===== src/hw/clk_src_pkg.sv =====
// Package for the clock source selector: offsets, layouts, encodings
package clk_src_pkg;
   // Register byte offsets
   localparam logic [7:0] OFF_CTRL = 8'h00;
   localparam logic [7:0] OFF_ACTIVE = 8'h04;
   localparam logic [7:0] OFF_LOCK = 8'h08;
   localparam logic [7:0] OFF_MADI = 8'h0C;
   localparam logic [7:0] OFF_IRQ_STAT = 8'h10;
   localparam logic [7:0] OFF_IRQ_MASK = 8'h14;
   // Input count and source codes
   localparam int N_IN = 5;
   localparam logic [2:0] SRC_WORD = 3'h0;
   localparam logic [2:0] SRC_MADI1 = 3'h1;
   localparam logic [2:0] SRC_MADI2 = 3'h2;
   localparam logic [2:0] SRC_MADI3 = 3'h3;
   localparam logic [2:0] SRC_AES = 3'h4;
   localparam logic [2:0] SRC_INT = 3'h7;
   // Control field positions
   localparam int CTRL_PREF_LSB = 0;
   localparam int CTRL_FIXED_BIT = 4;
   // Reset values
   localparam logic [2:0] PREF_RST = 3'h0;
   localparam logic [2:0] ACTIVE_RST = 3'h7;
   localparam logic [2:0] IRQ_RST = 3'h0;
   // Interrupt bit positions
   localparam int IRQ_SWITCH = 0;
   localparam int IRQ_LOST = 1;
   localparam int IRQ_LOCKCHG = 2;
   // Lock state encoding
   typedef enum logic [1:0] {ST_NOLOCK = 2'b00, ST_LOCK = 2'b01, ST_SYNC = 2'b11} lock_state_e;
   // Per-MADI input format report
   typedef struct packed {
      logic [3:0] rate;
      logic frame_96k;
      logic ch56;
   } madi_fmt_s;
   // Switch sequencer states
   typedef enum logic [1:0] {SW_RUN = 2'b00, SW_GATE = 2'b01, SW_MUX = 2'b11} sw_state_e;
   localparam logic [3:0] GATE_CYC = 4'h4;
endpackage


===== src/hw/auto_clock_source_select.sv =====
// Automatic clock source selection with lock status and glitch-free switching
// Summary of operation
// Auto mode swaps internal oscillator for valid input
// Valid preferred input stays the reference
// Otherwise scan remaining inputs, take first valid
// No valid input: revert to internal master
// Report no lock, lock or sync per input
// Fixed internal mode ignores inputs for clocking
// MADI status adds rate, frame and channel format
// Source switching without runts or glitches
//
// The APB register port and the register addresses were decided locally.
`timescale 1ns/1ns
module auto_clock_source_select
   import clk_src_pkg::*;
(
   // Clock and reset
   input wire logic clk,
   input wire logic rst_n,
   // Raw per-input lock and sync detectors (asynchronous)
   input wire logic [N_IN-1:0] in_lock,
   input wire logic [N_IN-1:0] in_sync,
   // Raw MADI format indications (asynchronous)
   input wire madi_fmt_s [2:0] madi_fmt_in,
   // Clock gating and mux to the sample clock network
   output logic clk_gate_en,
   output logic [2:0] clk_mux_sel,
   output logic master_mode,
   // APB slave
   input wire logic psel,
   input wire logic penable,
   input wire logic pwrite,
   input wire logic [7:0] paddr,
   input wire logic [31:0] pwdata,
   output logic [31:0] prdata,
   output logic pready,
   output logic pslverr,
   // Interrupt
   output logic irq
);
   logic [N_IN-1:0] lock_s1_r, lock_s2_r, sync_s1_r, sync_s2_r;
   madi_fmt_s [2:0] fmt_s1_r, fmt_s2_r, fmt_s3_r, fmt_r, fmt_nxt;
   logic [2:0] pref_r, pref_nxt;
   logic fixed_r, fixed_nxt;
   logic [2:0] active_r, active_nxt, mux_r, mux_nxt, target;
   sw_state_e sw_r, sw_nxt;
   logic [3:0] cnt_r, cnt_nxt;
   logic [2:0] stat_r, stat_nxt, mask_r, mask_nxt, ev;
   logic [N_IN-1:0] lock_d_r;
   logic [31:0] prdata_r, prdata_nxt;
   lock_state_e [N_IN-1:0] lstate;
   logic wr_en, rd_en, addr_ok;

   // Two-flop synchronisers for lock and sync; the MADI format passes three flops
   always_ff @(posedge clk)
   begin
      lock_s1_r <= in_lock;
      lock_s2_r <= lock_s1_r;
      sync_s1_r <= in_sync;
      sync_s2_r <= sync_s1_r;
      fmt_s1_r <= madi_fmt_in;
      fmt_s2_r <= fmt_s1_r;
      fmt_s3_r <= fmt_s2_r;
   end

   // Format word moves only after two equal samples, so a read never mixes old and new bits
   always_comb
   begin
      fmt_nxt = fmt_r;
      if (fmt_s2_r == fmt_s3_r)
      begin
         fmt_nxt = fmt_s3_r;
      end
   end

   always_ff @(posedge clk)
   begin
      if (!rst_n)
      begin
         fmt_r <= '0;
      end
      else
      begin
         fmt_r <= fmt_nxt;
      end
   end

   a_fmt_stable: assert property (@(posedge clk) disable iff (!rst_n)
      $changed(fmt_r) |-> $past(fmt_s2_r) == $past(fmt_s3_r))
      else $error("Format taken while still moving");

   // Three-state report per input
   genvar gi;
   generate
      for (gi = 0; gi < N_IN; gi++)
      begin : g_state
         assign lstate[gi] = !lock_s2_r[gi] ? ST_NOLOCK : (sync_s2_r[gi] ? ST_SYNC : ST_LOCK);
         a_state_sync: assert property (@(posedge clk) disable iff (!rst_n)
            lock_s2_r[gi] && sync_s2_r[gi] |-> lstate[gi] == ST_SYNC) else $error("Synchronous input not reported");
      end
   endgenerate

   // Source choice: preferred first, then the others in turn, else internal
   always_comb
   begin
      logic [2:0] idx;
      logic found;
      idx = '0;
      found = 1'b0;
      target = SRC_INT;
      if (!fixed_r)
      begin
         if (pref_r < 3'(N_IN) && lock_s2_r[pref_r])
         begin
            target = pref_r;
         end
         else
         begin
            for (int k = 1; k <= N_IN; k++)
            begin
               idx = 3'((32'(pref_r) + k) % N_IN);
               if (!found && lock_s2_r[idx])
               begin
                  target = idx;
                  found = 1'b1;
               end
            end
         end
      end
   end

   // Switch sequencer: gate clock, move mux, wait, ungate
   always_comb
   begin
      sw_nxt = sw_r;
      cnt_nxt = cnt_r;
      active_nxt = active_r;
      mux_nxt = mux_r;
      unique case (sw_r)
         SW_RUN:
         begin
            if (target != active_r)
            begin
               sw_nxt = SW_GATE;
               cnt_nxt = GATE_CYC;
               active_nxt = target;
            end
         end
         SW_GATE:
         begin
            if (cnt_r == '0)
            begin
               mux_nxt = active_r;
               sw_nxt = SW_MUX;
               cnt_nxt = GATE_CYC;
            end
            else
            begin
               cnt_nxt = cnt_r - 4'h1;
            end
         end
         SW_MUX:
         begin
            if (cnt_r == '0)
            begin
               sw_nxt = SW_RUN;
            end
            else
            begin
               cnt_nxt = cnt_r - 4'h1;
            end
         end
         default:
         begin
            sw_nxt = SW_RUN;
         end
      endcase
   end

   always_ff @(posedge clk)
   begin
      if (!rst_n)
      begin
         sw_r <= SW_RUN;
         cnt_r <= '0;
         active_r <= ACTIVE_RST;
         mux_r <= ACTIVE_RST;
         lock_d_r <= '0;
      end
      else
      begin
         sw_r <= sw_nxt;
         cnt_r <= cnt_nxt;
         active_r <= active_nxt;
         mux_r <= mux_nxt;
         lock_d_r <= lock_s2_r;
      end
   end

   assign clk_gate_en = (sw_r == SW_RUN);
   assign clk_mux_sel = mux_r;
   assign master_mode = (mux_r == SRC_INT);
   a_mux_active: assert property (@(posedge clk) disable iff (!rst_n)
      sw_r == SW_RUN |-> mux_r == active_r) else $error("Idle mux differs from chosen source");
   a_fallback_master: assert property (@(posedge clk) disable iff (!rst_n)
      sw_r == SW_RUN && target == SRC_INT && active_r != SRC_INT |-> ##6 master_mode)
      else $error("No fallback to internal master");

   // Events for the interrupt status
   always_comb
   begin
      ev = '0;
      ev[IRQ_SWITCH] = (sw_r == SW_RUN) && (target != active_r);
      ev[IRQ_LOST] = (active_r != SRC_INT) && (active_r < 3'(N_IN)) && !lock_s2_r[active_r];
      ev[IRQ_LOCKCHG] = (lock_d_r != lock_s2_r);
   end

   // APB: zero wait states, unmapped reads zero with error
   assign addr_ok = (paddr == OFF_CTRL) || (paddr == OFF_ACTIVE) || (paddr == OFF_LOCK) ||
                    (paddr == OFF_MADI) || (paddr == OFF_IRQ_STAT) || (paddr == OFF_IRQ_MASK);
   assign wr_en = psel && penable && pwrite && addr_ok;
   assign rd_en = psel && !penable && !pwrite;
   assign pready = 1'b1;
   assign pslverr = psel && penable && !addr_ok;

   always_comb
   begin
      pref_nxt = pref_r;
      fixed_nxt = fixed_r;
      mask_nxt = mask_r;
      stat_nxt = stat_r;
      prdata_nxt = prdata_r;
      if (wr_en && paddr == OFF_CTRL)
      begin
         pref_nxt = pwdata[CTRL_PREF_LSB +: 3];
         fixed_nxt = pwdata[CTRL_FIXED_BIT];
      end
      if (wr_en && paddr == OFF_IRQ_MASK)
      begin
         mask_nxt = pwdata[2:0];
      end
      if (wr_en && paddr == OFF_IRQ_STAT)
      begin
         stat_nxt = stat_r & ~pwdata[2:0];
      end
      stat_nxt = stat_nxt | ev;
      if (rd_en)
      begin
         prdata_nxt = '0;
         unique case (paddr)
            OFF_CTRL: prdata_nxt = 32'({fixed_r, 1'b0, pref_r});
            OFF_ACTIVE: prdata_nxt = 32'({master_mode, mux_r});
            OFF_LOCK: prdata_nxt = 32'(lstate);
            OFF_MADI: prdata_nxt = 32'(fmt_r);
            OFF_IRQ_STAT: prdata_nxt = 32'(stat_r);
            OFF_IRQ_MASK: prdata_nxt = 32'(mask_r);
            default: prdata_nxt = '0;
         endcase
      end
   end

   always_ff @(posedge clk)
   begin
      if (!rst_n)
      begin
         pref_r <= PREF_RST;
         fixed_r <= 1'b0;
         mask_r <= IRQ_RST;
         stat_r <= IRQ_RST;
         prdata_r <= '0;
      end
      else
      begin
         pref_r <= pref_nxt;
         fixed_r <= fixed_nxt;
         mask_r <= mask_nxt;
         stat_r <= stat_nxt;
         prdata_r <= prdata_nxt;
      end
   end

   assign prdata = prdata_r;
   assign irq = |(stat_r & mask_r);
   a_set_wins: assert property (@(posedge clk) disable iff (!rst_n)
      rst_n && ev != '0 |=> (stat_r & $past(ev)) == $past(ev)) else $error("Status event lost");
   a_stat_sticky: assert property (@(posedge clk) disable iff (!rst_n)
      rst_n && !(wr_en && paddr == OFF_IRQ_STAT) |=> (stat_r & $past(stat_r)) == $past(stat_r))
      else $error("Status bit dropped without clear");

   a_fixed_internal: assert property (@(posedge clk) disable iff (!rst_n)
      fixed_r |-> target == SRC_INT) else $error("Fixed mode chose an input");
   a_pref_kept: assert property (@(posedge clk) disable iff (!rst_n)
      !fixed_r && pref_r < 3'(N_IN) && lock_s2_r[pref_r] |-> target == pref_r)
      else $error("Valid preferred input not chosen");
   a_none_internal: assert property (@(posedge clk) disable iff (!rst_n)
      lock_s2_r == '0 |-> target == SRC_INT) else $error("No input valid but not internal");
   a_auto_adopt: assert property (@(posedge clk) disable iff (!rst_n)
      !fixed_r && lock_s2_r != '0 |-> target != SRC_INT && lock_s2_r[target])
      else $error("Valid input not adopted");
   a_gate_switch: assert property (@(posedge clk) disable iff (!rst_n)
      $changed(mux_r) |-> !clk_gate_en && !$past(clk_gate_en))
      else $error("Mux moved with clock ungated");
   a_switch_done: assert property (@(posedge clk) disable iff (!rst_n)
      rst_n && sw_r == SW_RUN && target != active_r |=> !clk_gate_en [*5] ##1 !clk_gate_en [*5] ##1 clk_gate_en)
      else $error("Switch sequence wrong length");
   a_state_nolock: assert property (@(posedge clk) disable iff (!rst_n)
      !lock_s2_r[0] |-> lstate[0] == ST_NOLOCK) else $error("Unlocked input reported locked");
   a_madi_fmt: assert property (@(posedge clk) disable iff (!rst_n)
      rd_en && paddr == OFF_MADI |=> prdata[17:0] == $past(fmt_r))
      else $error("MADI format read wrong");
endmodule


===== config.mk =====
export PLATFORM = sky130hd
export DESIGN_NAME = auto_clock_source_select
export DESIGN_NICKNAME = d
export VERILOG_FILES = /design/src/hw/clk_src_pkg.sv /design/src/hw/auto_clock_source_select.sv
export SDC_FILE = /design/constraint.sdc
export NUM_CORES = 1
export LEC_CHECK = 0
export CAP_MARGIN = 10
export CORE_ASPECT_RATIO = 1.5
export CORE_MARGIN = 4
export CORE_UTILIZATION = 35
export CTS_CLUSTER_SIZE = 8
export DETAILED_ROUTE_END_ITERATION = 7
export DONT_BUFFER_PORTS = 1
export SLEW_MARGIN = 15
export SYNTH_ARGS = -nofsm -noshare
export SYNTH_HDL_FRONTEND = slang
export SYNTH_SLANG_ARGS = --single-unit

===== constraint.sdc =====
create_clock -name clk -period 8.2 [get_ports clk]
set_input_delay 1.23 -clock clk [delete_from_list [all_inputs] [get_ports clk]]
set_output_delay 1.23 -clock clk [all_outputs]
set_load 0.02 [all_outputs]

==> results of run 1 <==
## power by group
group,switching (mW),internal (mW),leakage [nW]
clock,0.273,0.554,0.324
sequential,0.0334,0.702,1.14
combinational,0.0793,0.0617,1.60
total,0.386,1.32,3.06
## cell families after synthesis
kind of cell | share of synthesized area [%]
XOR/XNOR | 3.87
AND/OR/NAND/NOR | 20.1
AO/OA/AOI/OAI | 17.1
other | 0.111
buffers and inverters | 5.48
flip-flops | 40.4
multiplexers | 7.45
adder cells (fa/ha/maj) | 5.46
## stage by stage
| step | area (um2) | hold slack (ns) |
|---|---|---|
| 4_1_cts | 7580 | 0.325 |
| 5_1_grt | 7580 | 0.332 |
| 3_3_place_gp | 6930 | 0.310 |
| 2_1_floorplan | 6830 | 0.310 |
| 6_report | 7580 | 0.321 |
| 3_5_place_dp | 6930 | 0.312 |
## worst max path at each step
stage	start	endpoint	slack (ns)	depth (start not counted)
after floorplan	pref_r[0]	cnt_r[1]	2.71	21
after global placement	pref_r[0]	cnt_r[2]	1.63	20
after detailed placement	pref_r[0]	cnt_r[2]	1.63	20
after CTS	pref_r[0]	cnt_r[2]	1.59	20
after global routing	pref_r[0]	cnt_r[2]	1.01	20
final	pref_r[0]	cnt_r[2]	1.56	20
## worst register-to-register path: stages, from the launching register on
cell	delay, ns
dfxtp_1	0.71
inv_2	0.28
ha_1	0.62
ha_1	0.35
or4b_1	0.48
a31oi_1	0.30
or2_2	0.19
inv_1	0.07
ha_1	0.22
nor2b_1	0.16
o221ai_2	0.18
nand3_1	0.26
a211o_1	0.31
a221o_1	0.36
a21oi_1	0.29
nand3_2	0.15
or3_1	0.43
and4_4	0.21
nor4_1	0.43
nor2_1	0.18
o311a_1	0.36
## placed cells by master (no fill, tap or decap), types with 5 or more instances in the layout
cell / count
a21boi_0: 9
a21oi_1: 19
a22oi_1: 11
a31oi_1: 5
and2_1: 21
and3_1: 6
buf_4: 5
bufinv_16: 5
clkbuf_16: 17
conb_1: 15
dfxtp_1: 137
ha_1: 28
inv_1: 27
mux2i_1: 37
nand2_1: 52
nand2b_1: 6
nand3_1: 20
nand4_1: 8
nor2_1: 38
nor2b_1: 40
nor3_1: 16
nor4_1: 7
o2111ai_1: 9
o211ai_1: 8
o21a_1: 5
o21ai_0: 20
o31ai_1: 8
or2_2: 8
or4_1: 5
xnor2_1: 23
xor2_1: 7
## registers in the layout, indices dropped and copies added, names as in the netlist, 18 cells and up
name / count
fmt_r: 18
fmt_s1_r: 18
fmt_s2_r: 18
fmt_s3_r: 18
prdata: 18
## layout make-up
type,instances,area share [%]
Multi-Input combinational cell,524,49.0
Clock buffer,20,6.03
Sequential cell,137,36.2
Clock inverter,12,2.59
Inverter,29,1.44
Tap cell,256,4.23
Timing Repair Buffer,5,0.495
## routing by layer
layer | up-vias | wire [um]
met3 | 39 | 764
met2 | 126 | 9070
li1 | 2571 | -
met1 | 2434 | 6100
met5 | - | 13
met4 | 2 | 629
==> results.ini, run 1 <==
[status]
outcome = complete, no violations

[yosys]
synth_top_cell_by_area = dfxtp_1
yosysTopAreaCellShare_pct = 40.4
synth_edf_count = 0
netlist_area_mm2 = 0.00678
synth.distinct_cells = 81
synth_seq_area_share_pct = 40.4
netlist_instances = 729
synth_common_cells = dfxtp_1 (137), nand2_1 (52), nor2b_1 (40)
synth-main-ff-cell = dfxtp_1
syn_avg_cell_area_um2 = 9.30
synth_warnings = 0
async_flop_share_pct = 0
ys_seq_elements = 137
yosysMostFrequentCell = dfxtp_1
synth.area.top_cells = dfxtp_1 (40%), mux2i_1 (5.5%), ha_1 (5.2%), nor2b_1 (3.7%), xnor2_1 (3.0%)

[worst_hold_path]
hp-class = reg -> reg
hold_depth = 0
whs_endpoint = lock_s2_r[2]
hold_start = lock_s1_r[2]

[layout]
area_growth_pct = 11.8
fin_util_pct = 39.7
drive_above_1_share_pct = 9.35
nNetsFinal = 816
fin_cells = 983
diodes = 0
fill_cells = 1919
regArea_mm2 = 0.00274
multiInputGateArea_mm2 = 0.00372

[clock_tree]
cts_setup_buffers = 0
numClockSinks = 137
cts_resized = 0
h-tree-depth = 4
cts_root_buf = clkbuf_16
clk_pin_slew_ns = 0.06
clkLatencyLatePin_ns = 0.41
clockBufferDepth = 2
cts_hold_buf = 0
cts_made_buffers = 17
cts_tree = built

[floorplan]
dieArea_mm2 = 0.0217
die_h_um = 178
rows = 62
start_util_pct = 35.5
die-width_um = 122
core_area_mm2 = 0.0191
top_level_ports = 113

[setup_path]
critical_path.top_delay_family = simple AND/OR/NAND/NOR gates
criticalPathCategory = reg -> reg
critPathMaxStageDelay_ns = 0.71
slowest_stage = dfxtp_1
r2r_start = pref_r[0]
r2r_slack_ns = 1.56
path_buf_inv = 2
r2r_cells = 20
cp-start-kind = register
timing.rr.end = cnt_r[2]
cp.arrival_ns = 6.94
end_kind = register
path_cells = inv_2 -> ha_1 -> ha_1 -> or4b_1 -> a31oi_1 -> or2_2 -> inv_1 -> ha_1 -> nor2b_1 -> o221ai_2 -> nand3_1 -> a211o_1 -> a221o_1 -> a21oi_1 -> nand3_2 -> or3_1 -> and4_4 -> nor4_1 -> nor2_1 -> o311a_1
worstPathRequired_ns = 8.50
crit_path_frequent_cell = ha_1
crit_path_max_fanout = 20

[global_route]
grt_first_pass_wirelength_um = 26700
busiest_layer = met2
grt_pass1_vias = 5264
grtUsageMet2_pct = 29.8
globalRouteOverflowTotal = 0
grt_max_degree = 63
grt_use_total_pct = 15.8
antenna_found_initial = 1
use_met3_pct = 4.19
met1_usage_pct = 15.4

[placed_design]
place_congestion = 0.897
dp.cells = 951
place_ws_ns = 1.63
dp_hpwl_um = 12500
port_buffers = 0

[detailed_routing]
wl_per_cell_um = 16.9
drt_iter0_drc = 147
vias = 5172
drt_wl_total_um = 16600
drc_errors = 0
drtPass1Iterations = 4
viasPerCell = 5.26
ant_nets = 0

[pwr]
ir_worst_vdd_mv = 0.262
leakagePower_nw = 3.06
p_total_mw = 1.70
power.density_mw_per_mm2 = 225

[flow_run]
maxCapViolCount = 0

[timing]
period_needed_ns = 6.64
hold_viol = 0
worst_slew_pin_slew_ns = 0.859
relSlewSlack_pct = 42.2
grt_setup_unrepaired = false
setup_viol = 0
setup_ws_ns = 1.56
fmax_mhz = 151
fin_skew_ns = 0.00609
setup_tns_ns = 0
drv_slew = 0
layout_worst_path_cycle_share_pct = 81.0

(Power assumes the default switching activity.)
==> run 2: changes to the inputs <==
ABC_AREA = 1   (was not set)
clock period = 5.45 ns   (was 8.2 ns; I/O delays follow)
==> run 2 against run 1 <==
Design area decreased by 5.5%. Highest routed layer is now met4. Hold slack about the same. Die area decreased by 6.1%.
==> results.ini, run 2 <==
[status]
outcome = complete, no violations  ; unchanged

[clock_tree]
cts_hold_buf = 0  ; unchanged
cts_resized = 0  ; unchanged
h-tree-depth = 4  ; unchanged
numClockSinks = 137  ; unchanged
clkLatencyLatePin_ns = 0.42  ; was 0.41 ns
clk_pin_slew_ns = 0.07  ; was 0.06 ns
cts_setup_buffers = 0  ; unchanged
cts_root_buf = clkbuf_16  ; unchanged
cts_made_buffers = 17  ; unchanged
clockBufferDepth = 2  ; unchanged
cts_tree = built  ; unchanged

[pwr]
leakagePower_nw = 3.20  ; was 3.06 nW
power.density_mw_per_mm2 = 352  ; was 225 mW/mm2
comb_power_share_pct = 7.6  ; was 8.3%
p_switching_mw = 0.660  ; was 0.386 mW
clkPwrFrac_pct = 48.9  ; was 48.6%
pwr-share-seq_pct = 43.5  ; was 43.2%
p_total_mw = 2.53  ; was 1.70 mW
p_int_mw = 1.87  ; was 1.32 mW
swShare_pct = 26.1  ; was 22.6%
ir_worst_vdd_mv = 0.226  ; was 0.262 mV

[setup_path]
crit_path_max_fanout = 12  ; was 20
cp-start-kind = register  ; unchanged
end_kind = register  ; unchanged
worstPathRequired_ns = 5.70  ; was 8.50 ns
path_buf_inv = 3  ; was 2
criticalPathCategory = reg -> reg  ; unchanged
cp.arrival_ns = 4.85  ; was 6.94 ns
critPathMaxStageDelay_ns = 0.54  ; was 0.71 ns
slowest_stage = dfxtp_1  ; unchanged
critical_path.top_delay_family = simple AND/OR/NAND/NOR gates  ; unchanged
crit_path_frequent_cell = nand2_1  ; was ha_1

[global_route]
met1_usage_pct = 15.1  ; was 15.4%
globalRouteOverflowTotal = 0  ; unchanged
grtUsageMet2_pct = 26.7  ; was 29.8%
grt_use_total_pct = 14.7  ; was 15.8%
grt_max_degree = 37  ; was 63
grt_first_pass_wirelength_um = 24200  ; was 26,700 um
antenna_found_initial = 0  ; was 1
busiest_layer = met2  ; unchanged
grt_pass1_vias = 4899  ; was 5,264
use_met3_pct = 4.09  ; was 4.19%

[yosys]
synth_edf_count = 0  ; unchanged
synth_warnings = 0  ; unchanged
synth.distinct_cells = 45  ; was 81
ys_seq_elements = 137  ; unchanged
syn_avg_cell_area_um2 = 7.62  ; was 9.30 um2
synth_common_cells = nand2_1 (171), dfxtp_1 (137), inv_1 (113)  ; was dfxtp_1 (137), nand2_1 (52), nor2b_1 (40)
synth-main-ff-cell = dfxtp_1  ; unchanged
netlist_area_mm2 = 0.00635  ; was 0.00678 mm2
synth_top_cell_by_area = dfxtp_1  ; unchanged
async_flop_share_pct = 0  ; unchanged
netlist_instances = 833  ; was 729
synth_seq_area_share_pct = 43.2  ; was 40.4%
yosysMostFrequentCell = nand2_1  ; was dfxtp_1
yosysTopAreaCellShare_pct = 43.2  ; was 40.4%
synth.area.top_cells = dfxtp_1 (43%), nand2_1 (10%), inv_1 (6.7%), nand3_1 (6.1%), ha_1 (5.5%)  ; was dfxtp_1 (40%), mux2i_1 (5.5%), ha_1 (5.2%), nor2b_1 (3.7%), xnor2_1 (3.0%)

[detailed_routing]
wl_per_cell_um = 14.0  ; was 16.9 um
drtPass1Iterations = 5  ; was 4
viasPerCell = 4.87  ; was 5.26
vias = 5183  ; was 5,172
drt_wl_total_um = 14900  ; was 16,600 um
ant_nets = 0  ; unchanged
drt_iter0_drc = 247  ; was 147
drc_errors = 0  ; unchanged

[layout]
mostFrequentLayoutCells = nand2_1 (171), dfxtp_1 (137), inv_1 (113), nand3_1 (77), a21oi_1 (53)  ; was dfxtp_1 (137), nand2_1 (52), nor2b_1 (40), nor2_1 (38), mux2i_1 (37)
fin_cells = 1064  ; was 983
fin_util_pct = 40.1  ; was 39.7%
diodes = 0  ; unchanged
final_common_cell = nand2_1  ; was dfxtp_1
area_growth_pct = 12.9  ; was 11.8%
nNetsFinal = 936  ; was 816
drive_above_1_share_pct = 10.0  ; was 9.35%
fill_cells = 1836  ; was 1,919

[flow_run]
maxCapViolCount = 0  ; unchanged

[floorplan]
top_level_ports = 113  ; unchanged
rows = 60  ; was 62
die_h_um = 173  ; was 178 um
core_area_mm2 = 0.0179  ; was 0.0191 mm2
dieArea_mm2 = 0.0204  ; was 0.0217 mm2
die-width_um = 118  ; was 122 um
start_util_pct = 35.5  ; about the same

[worst_hold_path]
hp-class = reg -> reg  ; unchanged

[placed_design]
place_congestion = 0.900  ; was 0.897
port_buffers = 0  ; unchanged
dp_hpwl_um = 11500  ; was 12,500 um
dp.cells = 1032  ; was 951
place_ws_ns = 0.852  ; was 1.63 ns

[timing]
period_needed_ns = 4.60  ; was 6.64 ns
drv_slew = 0  ; unchanged
fin_skew_ns = 0.00973  ; was 0.00609 ns
setup_ws_ns = 0.853  ; was 1.56 ns
setup_tns_ns = 0  ; unchanged
hold_viol = 0  ; unchanged
fmax_mhz = 218  ; was 151 MHz
relSlewSlack_pct = 31.7  ; was 42.2%
setup_viol = 0  ; unchanged
grt_setup_unrepaired = false  ; unchanged
worst_slew_pin_slew_ns = 1.02  ; was 0.859 ns
layout_worst_path_cycle_share_pct = 84.3  ; was 81.0%

run 2: cell count changes after synthesis, moves of 22 or more:
cell / previous run / this run
nor2b_1: 40 / 0
a21oi_1: 19 / 53
nand3_1: 20 / 77
nand2_1: 52 / 171
inv_1: 27 / 113
o21ai_0: 20 / 42
mux2i_1: 37 / 0
run 2: final timing paths:
check | depth (start not counted) | start | slack, ns | to
hold reg to reg | 0 | lock_s1_r[3] | 0.32 | lock_s2_r[3]
hold / removal | 0 | lock_s1_r[3] | 0.32 | lock_s2_r[3]
setup reg to reg | 26 | pref_r[1] | 0.85 | cnt_r[3]
setup / recovery | 26 | pref_r[1] | 0.85 | cnt_r[3]
run 2: metal layers:
metal	share of wire, %	up-vias
met3	5.6	33
met5	0	-
met2	52	117
met4	4.0	0
met1	38	2332
li1	-	2701
run 2: power groups by stage:
stage	combinational, mW	sequential (mW)	clock, mW
after floorplan	0.171	1.10	0
after global placement	0.194	1.12	0
after detailed placement	0.195	1.12	0
after CTS	0.196	1.10	1.26
after global routing	0.222	1.10	1.31
final	0.193	1.10	1.23
run 2: area by class of cell:
type,count,area [um2],area share (%)
Inverter,123,462,6.44
Multi-Input combinational cell,550,3000,41.9
Sequential cell,137,2740,38.3
Timing Repair Buffer,5,37.5,0.524
Tap cell,217,272,3.79
Clock buffer,17,425,5.94
Clock inverter,15,226,3.16
run 2: through the flow:
stage / area (um2) / hold slack (ns)
2_1_floorplan: 6400 / 0.310
3_3_place_gp: 6510 / 0.311
3_5_place_dp: 6510 / 0.312
4_1_cts: 7170 / 0.323
5_1_grt: 7170 / 0.327
6_report: 7170 / 0.321
run 2: worst register-to-register path: stages (launching register included):
cell	delay, ns
dfxtp_1	0.54
inv_1	0.33
ha_1	0.42
nor2_1	0.10
nor2_1	0.06
a21oi_2	0.20
xor2_1	0.13
ha_1	0.22
fa_1	0.41
nand3_1	0.21
nand2_1	0.07
o21ai_1	0.17
nand3_1	0.12
nand2_1	0.08
inv_1	0.05
o21ai_2	0.19
inv_2	0.10
nand4_1	0.14
nor2_1	0.05
nor2_1	0.09
nand2_1	0.14
nand2_1	0.12
nand2_1	0.06
nand2_2	0.08
nand4_1	0.18
nand3_1	0.13
a21oi_1	0.06
run 2: kinds of logic (layout without fill, tap and decap cells):
group,count (synthesis),after routing,synth area share [%]
buffers and inverters,159,160,10.4
DFF,137,137,43.2
adders and majority gates,29,29,5.83
other,2,15,0.118
AOI/OAI and AO/OA,140,140,12.7
and+or+nand+nor,356,356,26.4
xor gates and xnor gates,10,10,1.38
